**config.mk**
```make
export PLATFORM = sky130hd
export DESIGN_NAME = phase_resync_timer
export DESIGN_NICKNAME = d
export VERILOG_FILES = /design/src/logic/resync_pkg.sv /design/src/logic/serial_word_if.sv /design/src/logic/phase_resync_timer.sv /design/src/logic/serial_loader.sv
export SDC_FILE = /design/constraint.sdc
export NUM_CORES = 1
export LEC_CHECK = 0
export BUFFER_PORTS_ARGS = -buffer_cell sky130_fd_sc_hd__clkbuf_2
export CORE_AREA = 5 5 156 173
export DETAILED_ROUTE_END_ITERATION = 10
export DIE_AREA = 0 0 161 178
export PLACE_DENSITY = 0.79
export SYNTH_ARGS = -nofsm -noshare
export SYNTH_HDL_FRONTEND = slang
export SYNTH_SLANG_ARGS = --single-unit
```
**constraint.sdc**
```tcl
create_clock -name pclk -period 3.8 [get_ports pclk]
set_input_delay 0.57 -clock pclk [delete_from_list [all_inputs] [get_ports pclk]]
set_output_delay 0.57 -clock pclk [all_outputs]
set_load 0.005 [all_outputs]
```
**src/logic/resync_pkg.sv**
```systemverilog
// Constants, field layouts and register map of the phase resync timer.
// Assumes a 100 MHz pclk and serial pins already synchronous to it.
package resync_pkg;
  localparam int          WORD_W         = 29;
  localparam int          ADDR_LSB       = 0;
  localparam int          ADDR_MSB       = 2;
  localparam int          FIELD_W        = 12;
  localparam int          MODE_LSB       = 19;
  localparam int          DIV_LSB        = 7;
  localparam int          MOD_LSB        = 3;
  localparam int          PHASE_LSB      = 3;
  localparam int          SD_RESET_BIT   = 14;
  localparam logic [1:0]  MODE_RESYNC    = 2'h2;
  localparam logic [2:0]  SEL_INT_FRAC   = 3'h0;
  localparam logic [2:0]  SEL_PHASE      = 3'h1;
  localparam logic [2:0]  SEL_MODULUS    = 3'h2;
  localparam logic [2:0]  SEL_FUNCTION   = 3'h3;
  localparam logic [2:0]  SEL_TIMING     = 3'h4;
  localparam logic [WORD_W-1:0] WORD_RESET = 29'h0000000;
  // APB byte offsets
  localparam logic [7:0]  OFS_INT_FRAC   = 8'h00;
  localparam logic [7:0]  OFS_PHASE      = 8'h04;
  localparam logic [7:0]  OFS_MODULUS    = 8'h08;
  localparam logic [7:0]  OFS_FUNCTION   = 8'h0C;
  localparam logic [7:0]  OFS_TIMING     = 8'h10;
  localparam logic [7:0]  OFS_STATUS     = 8'h14;
  localparam logic [7:0]  OFS_CMP_DIV    = 8'h18;
  localparam logic [15:0] CMP_DIV_RESET  = 16'h0004;
  // Timing
  localparam int          PCLK_PERIOD_NS = 10;
  localparam int          SCLK_MAX_MHZ   = 20;
  localparam int          SCLK_MIN_CYC   = (1000 / SCLK_MAX_MHZ + PCLK_PERIOD_NS - 1)
                                           / PCLK_PERIOD_NS;
  typedef enum logic [2:0] {
    ST_IDLE  = 3'b001,
    ST_WAIT1 = 3'b010,
    ST_WAIT2 = 3'b100
  } resync_state_type;
endpackage

```
**src/logic/serial_word_if.sv**
```systemverilog
// Carries a completed serial word and its latch strobe from loader to core.
// Assumes both ends share pclk.
`timescale 1ns/10ps
interface serial_word_if;
  import resync_pkg::*;
  logic [WORD_W-1:0] word;
  logic              latch;
  modport loader (output word, output latch);
  modport core   (input word, input latch);
endinterface

```
**src/logic/phase_resync_timer.sv**
```systemverilog
// Phase resync timer: control word latches, sync interval timer, resync
// tracking and an APB slave that mirrors the latches and status.
// Assumes pclk at 100 MHz; serial pins synchronous to pclk.
//
// Decided for this implementation: the APB slave port and the register offsets.
`timescale 1ns/10ps
module phase_resync_timer
  import resync_pkg::*;
(
  // Clock and reset
  input  wire logic               pclk,
  input  wire logic               presetn,
  // APB slave
  input  wire logic               psel,
  input  wire logic               penable,
  input  wire logic               pwrite,
  input  wire logic [7:0]         paddr,
  input  wire logic [31:0]        pwdata,
  output logic                    pready,
  output logic [31:0]             prdata,
  output logic                    pslverr,
  // Serial load pins
  input  wire logic               sclk,
  input  wire logic               sdata,
  input  wire logic               load_strobe,
  // Synthesizer side
  output logic                    resync_mode,
  output logic                    sync_pulse,
  output logic                    phase_realign,
  output logic                    modulator_restart,
  output logic [resync_pkg::FIELD_W-1:0] phase_offset,
  output logic [resync_pkg::FIELD_W-1:0] modulator_seed
);
  import resync_pkg::*;

  serial_word_if wif ();

  serial_loader u_loader (
    .pclk        (pclk),
    .presetn     (presetn),
    .sclk        (sclk),
    .sdata       (sdata),
    .load_strobe (load_strobe),
    .wif         (wif)
  );

  function automatic logic [FIELD_W-1:0] field12(input logic [WORD_W-1:0] w, input int lsb);
    field12 = w[lsb +: FIELD_W];
  endfunction

  // Zero limit behaves as one so the timer never stalls
  function automatic logic at_last(input logic [FIELD_W-1:0] cnt,
                                   input logic [FIELD_W-1:0] lim);
    at_last = (lim == '0) || (cnt == lim - 12'h001);
  endfunction

  logic [WORD_W-1:0]  int_frac_q;
  logic [WORD_W-1:0]  phase_q;
  logic [WORD_W-1:0]  modulus_q;
  logic [WORD_W-1:0]  function_q;
  logic [WORD_W-1:0]  timing_q;
  logic [15:0]        cmp_div_q;
  logic [15:0]        cmp_cnt_q;
  logic               cmp_tick_q;
  logic [FIELD_W-1:0] mod_cnt_q;
  logic [FIELD_W-1:0] div_cnt_q;
  logic               resync_mode_q;
  logic               sync_pulse_q;
  logic               realign_q;
  logic               mod_restart_q;
  logic [FIELD_W-1:0] phase_offset_q;
  logic [FIELD_W-1:0] mod_seed_q;
  resync_state_type   state_q;
  logic               pready_q;
  logic [31:0]        prdata_q;
  logic               pslverr_q;
  logic [2:0]         sel;
  logic               new_freq;
  logic [FIELD_W-1:0] div_val;
  logic [FIELD_W-1:0] mod_val;
  logic               period_end;

  assign sel        = wif.word[ADDR_MSB:ADDR_LSB];
  assign new_freq   = wif.latch && (sel == SEL_INT_FRAC);
  assign div_val    = field12(timing_q, DIV_LSB);
  assign mod_val    = field12(modulus_q, MOD_LSB);
  assign period_end = cmp_tick_q && at_last(mod_cnt_q, mod_val) && at_last(div_cnt_q, div_val);

  // Control word latches
  always_ff @(posedge pclk or negedge presetn) begin
    if (!presetn) begin
      int_frac_q <= WORD_RESET;
      phase_q    <= WORD_RESET;
      modulus_q  <= WORD_RESET;
      function_q <= WORD_RESET;
      timing_q   <= WORD_RESET;
    end else if (wif.latch) begin
      unique case (sel)
        SEL_INT_FRAC: int_frac_q <= wif.word;
        SEL_PHASE:    phase_q    <= wif.word;
        SEL_MODULUS:  modulus_q  <= wif.word;
        SEL_FUNCTION: function_q <= wif.word;
        SEL_TIMING:   timing_q   <= wif.word;
        default:      ;
      endcase
    end
  end

  always_ff @(posedge pclk or negedge presetn) begin
    if (!presetn) begin
      resync_mode_q <= 1'b0;
    end else begin
      resync_mode_q <= timing_q[MODE_LSB +: 2] == MODE_RESYNC;
    end
  end

  // Comparison clock as an enable from a divider
  always_ff @(posedge pclk or negedge presetn) begin
    if (!presetn) begin
      cmp_cnt_q  <= '0;
      cmp_tick_q <= 1'b0;
    end else if (cmp_cnt_q >= cmp_div_q - 16'h0001 || cmp_div_q == '0) begin
      cmp_cnt_q  <= '0;
      cmp_tick_q <= 1'b1;
    end else begin
      cmp_cnt_q  <= cmp_cnt_q + 16'h0001;
      cmp_tick_q <= 1'b0;
    end
  end

  // Sync interval: modulus ticks nested inside divider counts
  always_ff @(posedge pclk or negedge presetn) begin
    if (!presetn) begin
      mod_cnt_q <= '0;
      div_cnt_q <= '0;
    end else if ((load_strobe && wif.latch) || wif.latch || !resync_mode_q) begin
      mod_cnt_q <= '0;
      div_cnt_q <= '0;
    end else if (cmp_tick_q) begin
      if (at_last(mod_cnt_q, mod_val)) begin
        mod_cnt_q <= '0;
        div_cnt_q <= at_last(div_cnt_q, div_val) ? '0 : div_cnt_q + 12'h001;
      end else begin
        mod_cnt_q <= mod_cnt_q + 12'h001;
      end
    end
  end

  always_ff @(posedge pclk or negedge presetn) begin
    if (!presetn) begin
      sync_pulse_q <= 1'b0;
    end else begin
      sync_pulse_q <= resync_mode_q && !wif.latch && period_end;
    end
  end

  // Realign tracking after a frequency load
  always_ff @(posedge pclk or negedge presetn) begin
    if (!presetn) begin
      state_q   <= ST_IDLE;
      realign_q <= 1'b0;
    end else begin
      realign_q <= 1'b0;
      if (new_freq) begin
        state_q <= ST_WAIT1;
      end else begin
        unique case (state_q)
          ST_IDLE:  state_q <= ST_IDLE;
          ST_WAIT1: if (sync_pulse_q) state_q <= ST_WAIT2;
          ST_WAIT2: if (sync_pulse_q) begin
            state_q   <= ST_IDLE;
            realign_q <= 1'b1;
          end
          default:  state_q <= ST_IDLE;
        endcase
      end
    end
  end

  // Phase offset applied at realign; one unit is 360 deg over modulus
  always_ff @(posedge pclk or negedge presetn) begin
    if (!presetn) begin
      phase_offset_q <= '0;
    end else if (state_q == ST_WAIT2 && sync_pulse_q && !new_freq) begin
      phase_offset_q <= field12(phase_q, PHASE_LSB);
    end
  end

  always_ff @(posedge pclk or negedge presetn) begin
    if (!presetn) begin
      mod_restart_q <= 1'b0;
      mod_seed_q    <= '0;
    end else begin
      mod_restart_q <= new_freq && !function_q[SD_RESET_BIT];
      if (new_freq && !function_q[SD_RESET_BIT]) begin
        mod_seed_q <= field12(phase_q, PHASE_LSB);
      end
    end
  end

  // APB slave: one wait state, unmapped addresses give pslverr
  logic apb_done;
  logic mapped;
  assign apb_done = psel && penable && pready_q;
  assign mapped   = paddr <= OFS_CMP_DIV && paddr[1:0] == 2'h0;

  always_ff @(posedge pclk or negedge presetn) begin
    if (!presetn) begin
      cmp_div_q <= CMP_DIV_RESET;
    end else if (apb_done && pwrite && paddr == OFS_CMP_DIV) begin
      cmp_div_q <= pwdata[15:0];
    end
  end

  always_ff @(posedge pclk or negedge presetn) begin
    if (!presetn) begin
      pready_q  <= 1'b0;
      prdata_q  <= '0;
      pslverr_q <= 1'b0;
    end else begin
      pready_q  <= psel && penable && !pready_q;
      pslverr_q <= psel && penable && !pready_q && !mapped;
      prdata_q  <= '0;
      if (psel && penable && !pready_q && !pwrite) begin
        unique case (paddr)
          OFS_INT_FRAC: prdata_q <= {3'h0, int_frac_q};
          OFS_PHASE:    prdata_q <= {3'h0, phase_q};
          OFS_MODULUS:  prdata_q <= {3'h0, modulus_q};
          OFS_FUNCTION: prdata_q <= {3'h0, function_q};
          OFS_TIMING:   prdata_q <= {3'h0, timing_q};
          OFS_STATUS:   prdata_q <= {27'h0, state_q, sync_pulse_q, resync_mode_q};
          OFS_CMP_DIV:  prdata_q <= {16'h0, cmp_div_q};
          default:      prdata_q <= '0;
        endcase
      end
    end
  end

  assign pready            = pready_q;
  assign prdata            = prdata_q;
  assign pslverr           = pslverr_q;
  assign resync_mode       = resync_mode_q;
  assign sync_pulse        = sync_pulse_q;
  assign phase_realign     = realign_q;
  assign modulator_restart = mod_restart_q;
  assign phase_offset      = phase_offset_q;
  assign modulator_seed    = mod_seed_q;
endmodule

```
**src/logic/serial_loader.sv**
```systemverilog
// Three-wire serial shift register and load strobe edge detection.
// Assumes serial pins are synchronous to pclk and sclk is at most 20 MHz.
`timescale 1ns/10ps
module serial_loader
  import resync_pkg::*;
(
  // Clock and reset
  input  wire logic   pclk,
  input  wire logic   presetn,
  // Serial pins
  input  wire logic   sclk,
  input  wire logic   sdata,
  input  wire logic   load_strobe,
  // To core
  serial_word_if.loader wif
);
  logic [WORD_W-1:0] shift_q;
  logic              sclk_q;
  logic              load_q;
  logic              latch_q;
  logic [WORD_W-1:0] word_q;

  always_ff @(posedge pclk or negedge presetn) begin
    if (!presetn) begin
      sclk_q <= 1'b0;
      load_q <= 1'b0;
    end else begin
      sclk_q <= sclk;
      load_q <= load_strobe;
    end
  end

  // Edge seen by sampling; needs several pclk per sclk half period
  always_ff @(posedge pclk or negedge presetn) begin
    if (!presetn) begin
      shift_q <= WORD_RESET;
    end else if (sclk && !sclk_q) begin
      shift_q <= {shift_q[WORD_W-2:0], sdata};
    end
  end

  always_ff @(posedge pclk or negedge presetn) begin
    if (!presetn) begin
      latch_q <= 1'b0;
      word_q  <= WORD_RESET;
    end else begin
      latch_q <= load_strobe && !load_q;
      if (load_strobe && !load_q) begin
        word_q <= shift_q;
      end
    end
  end

  assign wif.word  = word_q;
  assign wif.latch = latch_q;
endmodule

```
# Yosys cells after proc, flatten, opt, wreduce, memory -nomap -nowiden
# Index checks and enable logic that the tools add are counted.
[totals] regBits=328 elab_cells=116 out_inout_bits=62
[op_classes] magnitude_cmp=2 mux=18 n_addsub=6 n_eq_ne=17 n_reduce_logical=48
[ops] cell="$pmux 29 s7" n=1
[ops] cell="$mux 12" n=7
[ops] cell="$mux 32" n=1
[ops] cell="$add 12x1->12 const B" n=2
[ops] cell="$eq 12x12->1" n=2
[ops] cell="$eq 8x5->1 const B" n=3
[ops] cell="$logic_not 12->1" n=2
[ops] cell="$sub 12x1->12 const B" n=2
[ops] cell="$logic_and 1x1->1" n=19
[ops] cell="$add 16x1->16 const B" n=1
[ops] cell="$eq 8x4->1 const B" n=2
[ops] cell="$ge 16x16->1" n=1
[ops] cell="$logic_not 16->1" n=1
[ops] cell="$mux 16" n=1
[ops] cell="$sub 16x1->16 const B" n=1
[ops] cell="$reduce_and 2->1" n=7
[ops] cell="$eq 3x2->1 const B" n=3
[ops] cell="$logic_not 1->1" n=9
[ops] cell="$mux 3" n=3
[ops] cell="$eq 8x3->1 const B" n=1
[ops] cell="$le 8x5->1 const B" n=1
[ops] cell="$logic_not 8->1" n=1
[ops] cell="$eq 3x3->1 const B" n=2
[ops] cell="$ne 3x3->1 const B" n=2
[ops] cell="8 further kinds" n=16

# Longest topological paths before layout
# Gate-level depths: netlist of the first run.
[depth] depth_word=7 depth_mapped=14 ltp_nobuf=12

# Cells and area by module
# Synthesis of the first run repeated with hierarchy kept, for this count alone.
[unflattened] cells_unflattened=1198 area_unflattened_um2=14785.4
[by_module_without_submodules] mod="phase_resync_timer" cells_per_inst=1070 instances=1 area_each_um2=12490.7 seq_area_each_um2=6608.8
[by_module_without_submodules] mod="serial_loader" cells_per_inst=128 instances=1 area_each_um2=2294.7 seq_area_each_um2=1526.5

# Worst setup path after synthesis of the first run
# No wires, ideal clock.
[synth_timing] path_kind="reg2reg" startpoint="reg cmp_div_q[5]" endpoint="reg cmp_cnt_q[10]" path_buffers=2 setup_ns=0.072 path_stages_with_launch=15 slack_ns=0.689 t_arrival_ns=3.039 required_time_ns=3.728 period_less_slack_ns=3.111 path_cell_list="dfrtp_1 > or4_1 > nor2_1 > nand2_1 > nor3_1 > xnor2_1 > ha_1 > a21o_1 > a21o_1 > a21oi_1 > o21ai_0 > a31o_2 > clkbuf_1 > clkbuf_1 > nor2_1"
[synth_between] elab_chain_cells=4 elab_cells_between_ends=5
[synth_rtl] element="start: declaration" line="phase_resync_timer.sv:62" source="logic [15:0] cmp_div_q;"
[synth_rtl] element="start signal: assignment" line="phase_resync_timer.sv:211" source="cmp_div_q <= pwdata[15:0];"
[synth_rtl] element="$sub 16x1->16" line="phase_resync_timer.sv:122" source="end else if (cmp_cnt_q >= cmp_div_q - 16'h0001 || cmp_div_q == '0) begin"
[synth_rtl] element="$ge 16x16->1" line="phase_resync_timer.sv:122"
[synth_rtl] element="$logic_or 1x1->1 (*)" line="phase_resync_timer.sv:122"
[synth_rtl] element="$mux 16 (*)" line="phase_resync_timer.sv:122"
[synth_rtl] element="end signal: assignment" line="phase_resync_timer.sv:126" source="cmp_cnt_q <= cmp_cnt_q + 16'h0001;"
[synth_rtl] element="end: declaration" line="phase_resync_timer.sv:63" source="logic [15:0] cmp_cnt_q;"
# Every way passes the cells marked *; elsewhere a longest branch is shown, timed or not.
# A chain may end at the register's enable or synchronous reset.

# Worst setup path after layout of the first run
[layout_timing] startpoint="reg modulus_q[3]" endpoint="reg mod_cnt_q[6]"
[layout_between] elab_chain_cells=6 elab_cells_between_ends=7
[layout_rtl] element="start: declaration" line="phase_resync_timer.sv:59" source="logic [WORD_W-1:0] modulus_q;"
[layout_rtl] element="start signal: assignment" line="phase_resync_timer.sv:101" source="SEL_MODULUS: modulus_q <= wif.word;"
[layout_rtl] element="$sub 12x1->12" line="phase_resync_timer.sv:54" source="at_last = (lim == '0) || (cnt == lim - 12'h001);"
[layout_rtl] element="$eq 12x12->1" line="phase_resync_timer.sv:54"
[layout_rtl] element="$logic_or 1x1->1 (*)" line="phase_resync_timer.sv:54"
[layout_rtl] element="$mux 12 (*)" line="phase_resync_timer.sv:140" source="if (at_last(mod_cnt_q, mod_val)) begin"
[layout_rtl] element="$mux 12 (*)" line="phase_resync_timer.sv:139" source="end else if (cmp_tick_q) begin"
[layout_rtl] element="$mux 12 (*)" line="phase_resync_timer.sv:136" source="end else if ((load_strobe && wif.latch) || wif.latch || !resync_mode_q) begin"
[layout_rtl] element="end signal: assignment" line="phase_resync_timer.sv:144" source="mod_cnt_q <= mod_cnt_q + 12'h001;"
[layout_rtl] element="end: declaration" line="phase_resync_timer.sv:65" source="logic [FIELD_W-1:0] mod_cnt_q;"
# Every way passes the cells marked *; elsewhere a longest branch is shown, timed or not. The select of a mux whose other input is x is not followed.

==> results of run 1 <==
[critical path, stage by stage, from the launching register on]
cell                       delay, ps
sky130_fd_sc_hd__dfrtp_1         450
sky130_fd_sc_hd__inv_1           110
sky130_fd_sc_hd__ha_1            310
sky130_fd_sc_hd__or3b_2          510
sky130_fd_sc_hd__o311ai_0        540
sky130_fd_sc_hd__a31oi_4         180
sky130_fd_sc_hd__o31ai_4         330
sky130_fd_sc_hd__or2_1           500
sky130_fd_sc_hd__o21ai_0         210
sky130_fd_sc_hd__a21o_1          210
[kinds of logic (layout without fill, tap and decap cells)]
family                   after synthesis  after routing
flip-flops                           325            325
AND/OR/NAND/NOR                      249            249
multiplexers                         243            243
AO/OA/AOI/OAI                        176            176
buffers and inverters                 83            201
XOR/XNOR                              60             60
adder cells (fa/ha/maj)               22             22
other                                  1              3
[stage by stage]
stage | power (mW) | instance area [um^2] | hold slack (ps) | utilization [%] | instances
CTS | 9.803 | 16920 | 153.2 | 67.59 | 1594
finish | 9.779 | 16920 | 119.9 | 67.59 | 1594
global placement | 6.174 | 15730 | 449.8 | 62.85 | 1534
global route | 10.20 | 16920 | 162.2 | 67.59 | 1594
floorplan | 5.689 | 14840 | 274.4 | - | 1161
detailed placement | 6.287 | 15730 | 455.3 | 62.85 | 1534
[power groups by stage]
stage,sequential (mW),clock (mW),combinational [mW]
after global placement,4.48,0,1.69
after detailed placement,4.52,0,1.77
after floorplan,4.28,0,1.41
after CTS,4.46,3.55,1.79
after global routing,4.53,3.70,1.97
final,4.49,3.50,1.78
[worst paths after layout]
path	slack, ps	start	cells after the start	end
max	330	modulus_q[3]$_DFFE_PN0P_	9	mod_cnt_q[6]$_DFFE_PN0P_
min	120	presetn	1	timing_q[24]$_DFFE_PN0P_
max reg2reg	330	modulus_q[3]$_DFFE_PN0P_	9	mod_cnt_q[6]$_DFFE_PN0P_
min reg2reg	460	timing_q[19]$_DFFE_PN0P_	1	resync_mode$_DFF_PN0_
max in group asynchronous	2780	presetn	2	cmp_div_q[2]$_DFFE_PN1P_
min in group pclk	170	sclk	1	u_loader.sclk_q$_DFF_PN0_
[cell usage in the layout (no fill, tap or decap), types with 21 or more instances in the layout]
cell and count:
sky130_fd_sc_hd__dfrtp_1 323, sky130_fd_sc_hd__mux2_2 228, sky130_fd_sc_hd__clkbuf_2 89, sky130_fd_sc_hd__nor2_1 61, sky130_fd_sc_hd__nand2_1 46, sky130_fd_sc_hd__xnor2_1 38, sky130_fd_sc_hd__o21ai_0 37, sky130_fd_sc_hd__clkbuf_16 35
sky130_fd_sc_hd__buf_4 27, sky130_fd_sc_hd__a22oi_1 26, sky130_fd_sc_hd__nand3_1 24, sky130_fd_sc_hd__xor2_1 22, sky130_fd_sc_hd__a21o_1 22, sky130_fd_sc_hd__ha_1 22, sky130_fd_sc_hd__inv_1 21
[flip-flops by register name (all words and copies together) (netlist names), 16 cells and up]
name               count
cmp_div_q             16
cmp_cnt_q             16
phase_q               29
modulus_q             29
prdata                29
int_frac_q            29
function_q            29
timing_q              29
u_loader.wif.word     29
u_loader.shift_q      29
[final cells by class]
cell class	count	share of cell area (%)
clock inverter	10	1.146
tap	315	2.329
sequential	325	48.08
inverter	21	0.4659
multi-input combinational	753	37.84
clock buffer	50	5.864
timing repair buffer	120	4.274
[metal layers]
metal	GRT usage [%]	up-vias	routed length (um)	share of wire (%)
met3	3.513	75	1565	4.6
li1	-	4417	-	-
met5	0	-	0	0
met4	8.710	0	1158	3.4
met2	42.08	267	17410	51
met1	31.17	5112	14130	41
[synth_stat cells, drive strengths merged, types with 7 or more instances]
cell type	count
a21o	22
a21oi	14
a222oi	16
a22oi	26
a31oi	17
and2	9
and3	13
buf	16
clkbuf	46
dfrtp	323
ha	22
inv	21
mux2	228
mux4	13
nand2	46
nand2b	9
nand3	24
nor2	61
nor2b	10
nor3	15
nor3b	13
nor4	10
o21ai	38
o31ai	11
or2	7
or3	7
xnor2	38
xor2	22
==> results.txt, run 1 <==
----------------------------------------------------
[Setup path]
  CP Class ... reg -> reg
  Critical Path End Type ... flip-flop
  Worst endpoint required time ... 4200 ps
  CP arrival ... 3870 ps
  Critical path startpoint category ... flip-flop
  Crit path max fanout ... 16

[Yosys]
  Count of flip-flops with a built-in enable after synthesis ... 0
  Yosys warns ... 0
  #FFs+latches synth ... 325
  Cell types with the largest area share after synthesis ... sky130_fd_sc_hd__dfrtp_1, sky130_fd_sc_hd__mux2_2, sky130_fd_sc_hd__xnor2_1, sky130_fd_sc_hd__mux4_2, sky130_fd_sc_hd__ha_1
  Combinational family with the most area after synthesis ... multiplexers
  Synth Area in Adders ... 1.856%
  Compound-cell area share of the yosys netlist ... 8.672%
  Sequential-to-total area share from yosys stat ... 54.85%
  Share of flip-flops with an asynchronous set or reset ... 100.0%
  Mux share of post-synthesis cell area ... 19.42%
  Synth Cell Area ... 14830 um^2
  Synthesized instance count ... 1159
  Portion of synthesized cell area occupied by the leading cell type ... 54.50%
  Mean instance size in the synthesized netlist ... 12.80 um^2
  Area share of xor/xnor cells in the synthesized design ... 3.543%
  Simple-gate portion of the synthesized area ... 9.229%
  Number of different library cells in the post-synthesis netlist ... 74
  Main flop type after synthesis ... sky130_fd_sc_hd__dfrtp_1
  Synth area leader ... sky130_fd_sc_hd__dfrtp_1

[Die]
  Die ar. ... 28660 um^2
  Die height ... 178 um
  Starting utilization of the core area ... 59.25%
  Width of the die ... 161 um
  Core region area ... 25030 um^2
  I/O pin count ... 110
  Row cnt ... 61

[Finish]
  Multi-input logic area ... 6402 um^2
  Growth of design area from synthesis to finish ... 14.08%
  Final net count ... 1325
  FF+latch area ... 8135 um^2
  Number of diodes ... 0
  Final-layout fill cell count ... 1755
  Share of post-route cells with drive strength above 1 ... 35.18%

[Timing]
  Slew Limit Headroom ... 42.77%
  Number of pins with negative max-slew slack in the final report ... 0
  Time the final worst path needs with I/O delays and setup ... 3470 ps
  Sum Neg Setup Slack ... 0 ps
  Worst clock skew ... 12.20 ps
  Finish-stage setup viols ... 0
  Pin slew with the least headroom to its limit ... 853.7 ps
  Maximum frequency from static timing analysis ... 288.2 MHz
  Final hold vios ... 0
  Slack of the critical path ... 330.0 ps
  Share of the clock period used by the worst path ... 91.32%
  Setup repair after global routing missed its margin ... false

[CTS]
  Clock transition time at the flip-flop clock pins of the worst setup and hold paths ... 60 ps
  Clk Latency, worst-skew pair ... 520 ps
  PostCTS Resize Cnt ... 0
  Max clock buf depth ... 3
  Cts bufs inserted ... 34
  Post-CTS setup-driven buffer insertion count ... 0
  TritonCTS clock tree ... yes
  Root cell of the clock tree ... sky130_fd_sc_hd__clkbuf_16
  Clock sink count ... 325
  Hold-fix buffer count after cts ... 0
  Level count of the clock H-tree ... 2

[Pwr]
  Sequential share of power ... 45.9%
  Worst voltage drop across the vdd grid ... 0.3603 mV
  Logic gate share of total power ... 18.2%
  Sw Pwr ... 2.777 mW
  P_int ... 7.001 mW
  Fraction of power consumed by the clock network ... 35.8%
  Power per Cell Area ... 578.0 nW/um^2
  Proportion of total power due to net switching ... 28.40%
  Static Leakage ... 8.040 nW

[Detailed routing]
  Detailed-route wire length per cell ... 21.49 um
  Final wirelength ... 34260 um
  Routed Antenna Nets ... 0
  DR vias ... 9871
  Via/cell ratio ... 6.193
  Initial detailed-routing violation count ... 860
  TritonRoute pass-1 iters ... 5
  DRC errors left ... 0

[Outcome]
  Run status ... completed

[GRT]
  Global-route wire length before repair ... 55260 um
  Pin count of the biggest net entering global routing ... 109
  Number of antenna violations at the first check in global routing ... 0
  Leftover overflow at the end of global routing ... 0
  Number of global-route vias before repair ... 10211
  Gr usage total ... 24.16%

[Job]
  Max-cap check violation count ... 0

[Place]
  Weighted congestion at the end of routability-driven global placement ... 0.8678
  Placed wire-length estimate ... 22980 um
  Post-placement worst setup slack ... 373.1 ps
  Count of port buffers added during placement ... 90

[Worst hold path]
  Class of the tightest hold or removal check ... in -> async

----------------------------------------------------
Power figures use the tool's default switching activity.
==> inputs of run 2 (changes only) <==
--- a/config.mk
+++ b/config.mk
@@ -6,10 +6,9 @@
 export NUM_CORES = 1
 export LEC_CHECK = 0
 export BUFFER_PORTS_ARGS = -buffer_cell sky130_fd_sc_hd__clkbuf_2
-export CORE_AREA = 5 5 156 173
+export CORE_AREA = 5 5 195 216
 export DETAILED_ROUTE_END_ITERATION = 10
-export DIE_AREA = 0 0 161 178
-export PLACE_DENSITY = 0.79
+export DIE_AREA = 0 0 200 221
 export SYNTH_ARGS = -nofsm -noshare
 export SYNTH_HDL_FRONTEND = slang
 export SYNTH_SLANG_ARGS = --single-unit
==> results.txt, run 2 (synthesis results as in run 1) <==
----------------------------------------------------
[Setup path]
  Critical path depth in cells ... 9 (unchanged)
  RR Startpoint ... modulus_q[3]$_DFFE_PN0P_
  Count of buffering cells on the critical path with inverters included ... 1 (unchanged)
  Setup crit start ... modulus_q[3]$_DFFE_PN0P_
  CP arrival ... 3950 ps (+80 ps)
  R2r endpoint ... mod_cnt_q[4]$_DFFE_PN0P_
  CP max stage delay ... 550 ps (about the same)
  CP Class ... reg -> reg
  Internal reg-to-reg setup slack ... 290 ps (-40 ps)
  Worst reg2reg path depth ... 9 (unchanged)
  Crit path max fanout ... 16 (unchanged)
  Worst setup endpoint ... mod_cnt_q[4]$_DFFE_PN0P_
  Worst endpoint required time ... 4240 ps (+40 ps)
  CP delay by family, top ... compound AO/OA/AOI/OAI gates
  Critical path startpoint category ... flip-flop
  Ordered list of cells on the worst path ... inv_1 -> ha_1 -> or3b_2 -> o311ai_0 -> a31oi_4 -> o31ai_4 -> or2_1 -> o21ai_0 -> a21o_1
  Critical Path End Type ... flip-flop
  Critical-path cell with the highest stage delay ... sky130_fd_sc_hd__o311ai_0

[Die]
  Width of the die ... 200 um (+24%)
  Die ar. ... 44200 um^2 (+54%)
  Core region area ... 39690 um^2 (+59%)
  Starting utilization of the core area ... 37.37% (-22 points)
  I/O pin count ... 110 (unchanged)
  Row cnt ... 77 (+26%)
  Die height ... 221 um (+24%)

[Timing]
  Pin slew with the least headroom to its limit ... 1174 ps (+320.2 ps)
  Slew Limit Headroom ... 21.31% (-21 points)
  Finish-stage setup viols ... 0 (unchanged)
  Time the final worst path needs with I/O delays and setup ... 3506 ps (+35.72 ps)
  Setup repair after global routing missed its margin ... false
  Sum Neg Setup Slack ... 0 ps (unchanged)
  Share of the clock period used by the worst path ... 92.26% (+0.94 points)
  Final hold vios ... 2 (+2)
  Number of pins with negative max-slew slack in the final report ... 0 (unchanged)
  Worst clock skew ... 13.22 ps (+1.020 ps)
  Maximum frequency from static timing analysis ... 285.2 MHz (-1.0%)
  Worst hold margin ... -6.031 ps (-125.9 ps)

[GRT]
  Number of global-route vias before repair ... 10051 (-1.6%)
  Pin count of the biggest net entering global routing ... 99 (-9.2%)
  Global-route wire length before repair ... 57080 um (+3.3%)
  Leftover overflow at the end of global routing ... 0 (unchanged)
  Number of antenna violations at the first check in global routing ... 0 (unchanged)
  Gr usage total ... 16.22% (-7.9 points)

[Pwr]
  Static Leakage ... 8.065 nW (+0.31%)
  Power per Cell Area ... 571.5 nW/um^2 (-1.1%)
  Worst voltage drop across the vdd grid ... 0.3609 mV (+0.16%)

[Detailed routing]
  Via/cell ratio ... 5.343 (-14%)
  Initial detailed-routing violation count ... 608 (-29%)
  DR vias ... 9606 (-2.7%)
  Detailed-route wire length per cell ... 19.79 um (-7.9%)
  DRC errors left ... 0 (unchanged)
  TritonRoute pass-1 iters ... 6 (+1)
  Final wirelength ... 35580 um (+3.8%)
  Routed Antenna Nets ... 0 (unchanged)

[CTS]
  Clock sink count ... 325 (unchanged)
  Cts bufs inserted ... 37 (+8.8%)
  PostCTS Resize Cnt ... 0 (unchanged)
  Level count of the clock H-tree ... 2 (unchanged)
  Root cell of the clock tree ... sky130_fd_sc_hd__clkbuf_16
  Max clock buf depth ... 3 (unchanged)
  Hold-fix buffer count after cts ... 0 (unchanged)
  TritonCTS clock tree ... yes
  Clk Latency, worst-skew pair ... 560 ps (+40 ps)
  Post-CTS setup-driven buffer insertion count ... 0 (unchanged)
  Clock transition time at the flip-flop clock pins of the worst setup and hold paths ... 60 ps (about the same)

[Place]
  Count of port buffers added during placement ... 90 (unchanged)
  Weighted congestion at the end of routability-driven global placement ... 0.8432 (-2.8%)
  Placed wire-length estimate ... 24280 um (+5.6%)

[Finish]
  Number of diodes ... 0 (unchanged)
  Final-layout fill cell count ... 3730 (+110%)
  Leading cell types in the layout, fill and taps excluded ... sky130_fd_sc_hd__dfrtp_1, sky130_fd_sc_hd__mux2_2, sky130_fd_sc_hd__clkbuf_2
  Growth of design area from synthesis to finish ... 15.99%
  Final net count ... 1328 (+0.23%)
  Most frequent standard cell in the layout excluding fill and tap cells ... sky130_fd_sc_hd__dfrtp_1
  Share of post-route cells with drive strength above 1 ... 35.72% (+0.54 points)

[Job]
  Max-cap check violation count ... 0 (unchanged)

[Outcome]
  Violated checks ... hold timing
  Run status ... complete, but fails checks

[Worst hold path]
  Class of the tightest hold or removal check ... in -> async

----------------------------------------------------
## run 2: layer usage
metal | GRT usage [%] | wire (um) | vias to the layer above
li1 | - | - | 4428
met1 | 22.00 | 15690 | 4952
met2 | 26.48 | 17390 | 176
met3 | 3.788 | 1828 | 50
met4 | 3.769 | 667 | 0
met5 | 0 | 0 | -
## run 2: how the worst min path moves through the flow
| stage | start | endpoint | slack, ps | depth (start not counted) |
|---|---|---|---|---|
| 2_1_floorplan | presetn | cmp_cnt_q[0]$_DFF_PN0_ | 270 | 0 |
| 3_3_place_gp | timing_q[2]$_DFFE_PN0P_ | timing_q[2]$_DFFE_PN0P_ | 450 | 1 |
| 3_5_place_dp | phase_q[0]$_DFFE_PN0P_ | phase_q[0]$_DFFE_PN0P_ | 450 | 1 |
| 4_1_cts | presetn | cmp_div_q[0]$_DFFE_PN0P_ | 20 | 1 |
| 5_1_grt | presetn | cmp_div_q[0]$_DFFE_PN0P_ | 20 | 1 |
| 6_report | presetn | cmp_div_q[0]$_DFFE_PN0P_ | -6 | 1 |
## run 2: power by group
group | switching (mW) | internal [mW] | leakage, nW
clock network | 1.46 | 2.12 | 0.607
registers | 0.549 | 3.93 | 4.40
logic | 0.866 | 0.915 | 3.05
## run 2: area by class of cell
cell class                      instances  area, um^2  share of cell area, %
Clock inverter                         14       148.9                 0.8655
Tap cell                              513       641.9                  3.731
Multi-Input combinational cell        753        6402                  37.22
Sequential cell                       325        8135                  47.29
Timing Repair Buffer                  120       723.2                  4.204
Clock buffer                           52        1072                  6.233
Inverter                               21       78.83                 0.4582
## run 2: through the flow
step | cell area (um^2) | total power, mW | util (%) | setup WS [ps] | cells
after CTS | 17200 | 9.952 | 43.34 | 282.5 | 1798
after global placement | 15980 | 6.262 | 40.26 | 390.8 | 1732
after detailed placement | 15980 | 6.325 | 40.26 | 286.2 | 1732
after floorplan | 14840 | 5.689 | - | 688.9 | 1161
after global routing | 17200 | 10.35 | 43.34 | 78.87 | 1798
final | 17200 | 9.831 | 43.34 | 294.3 | 1798
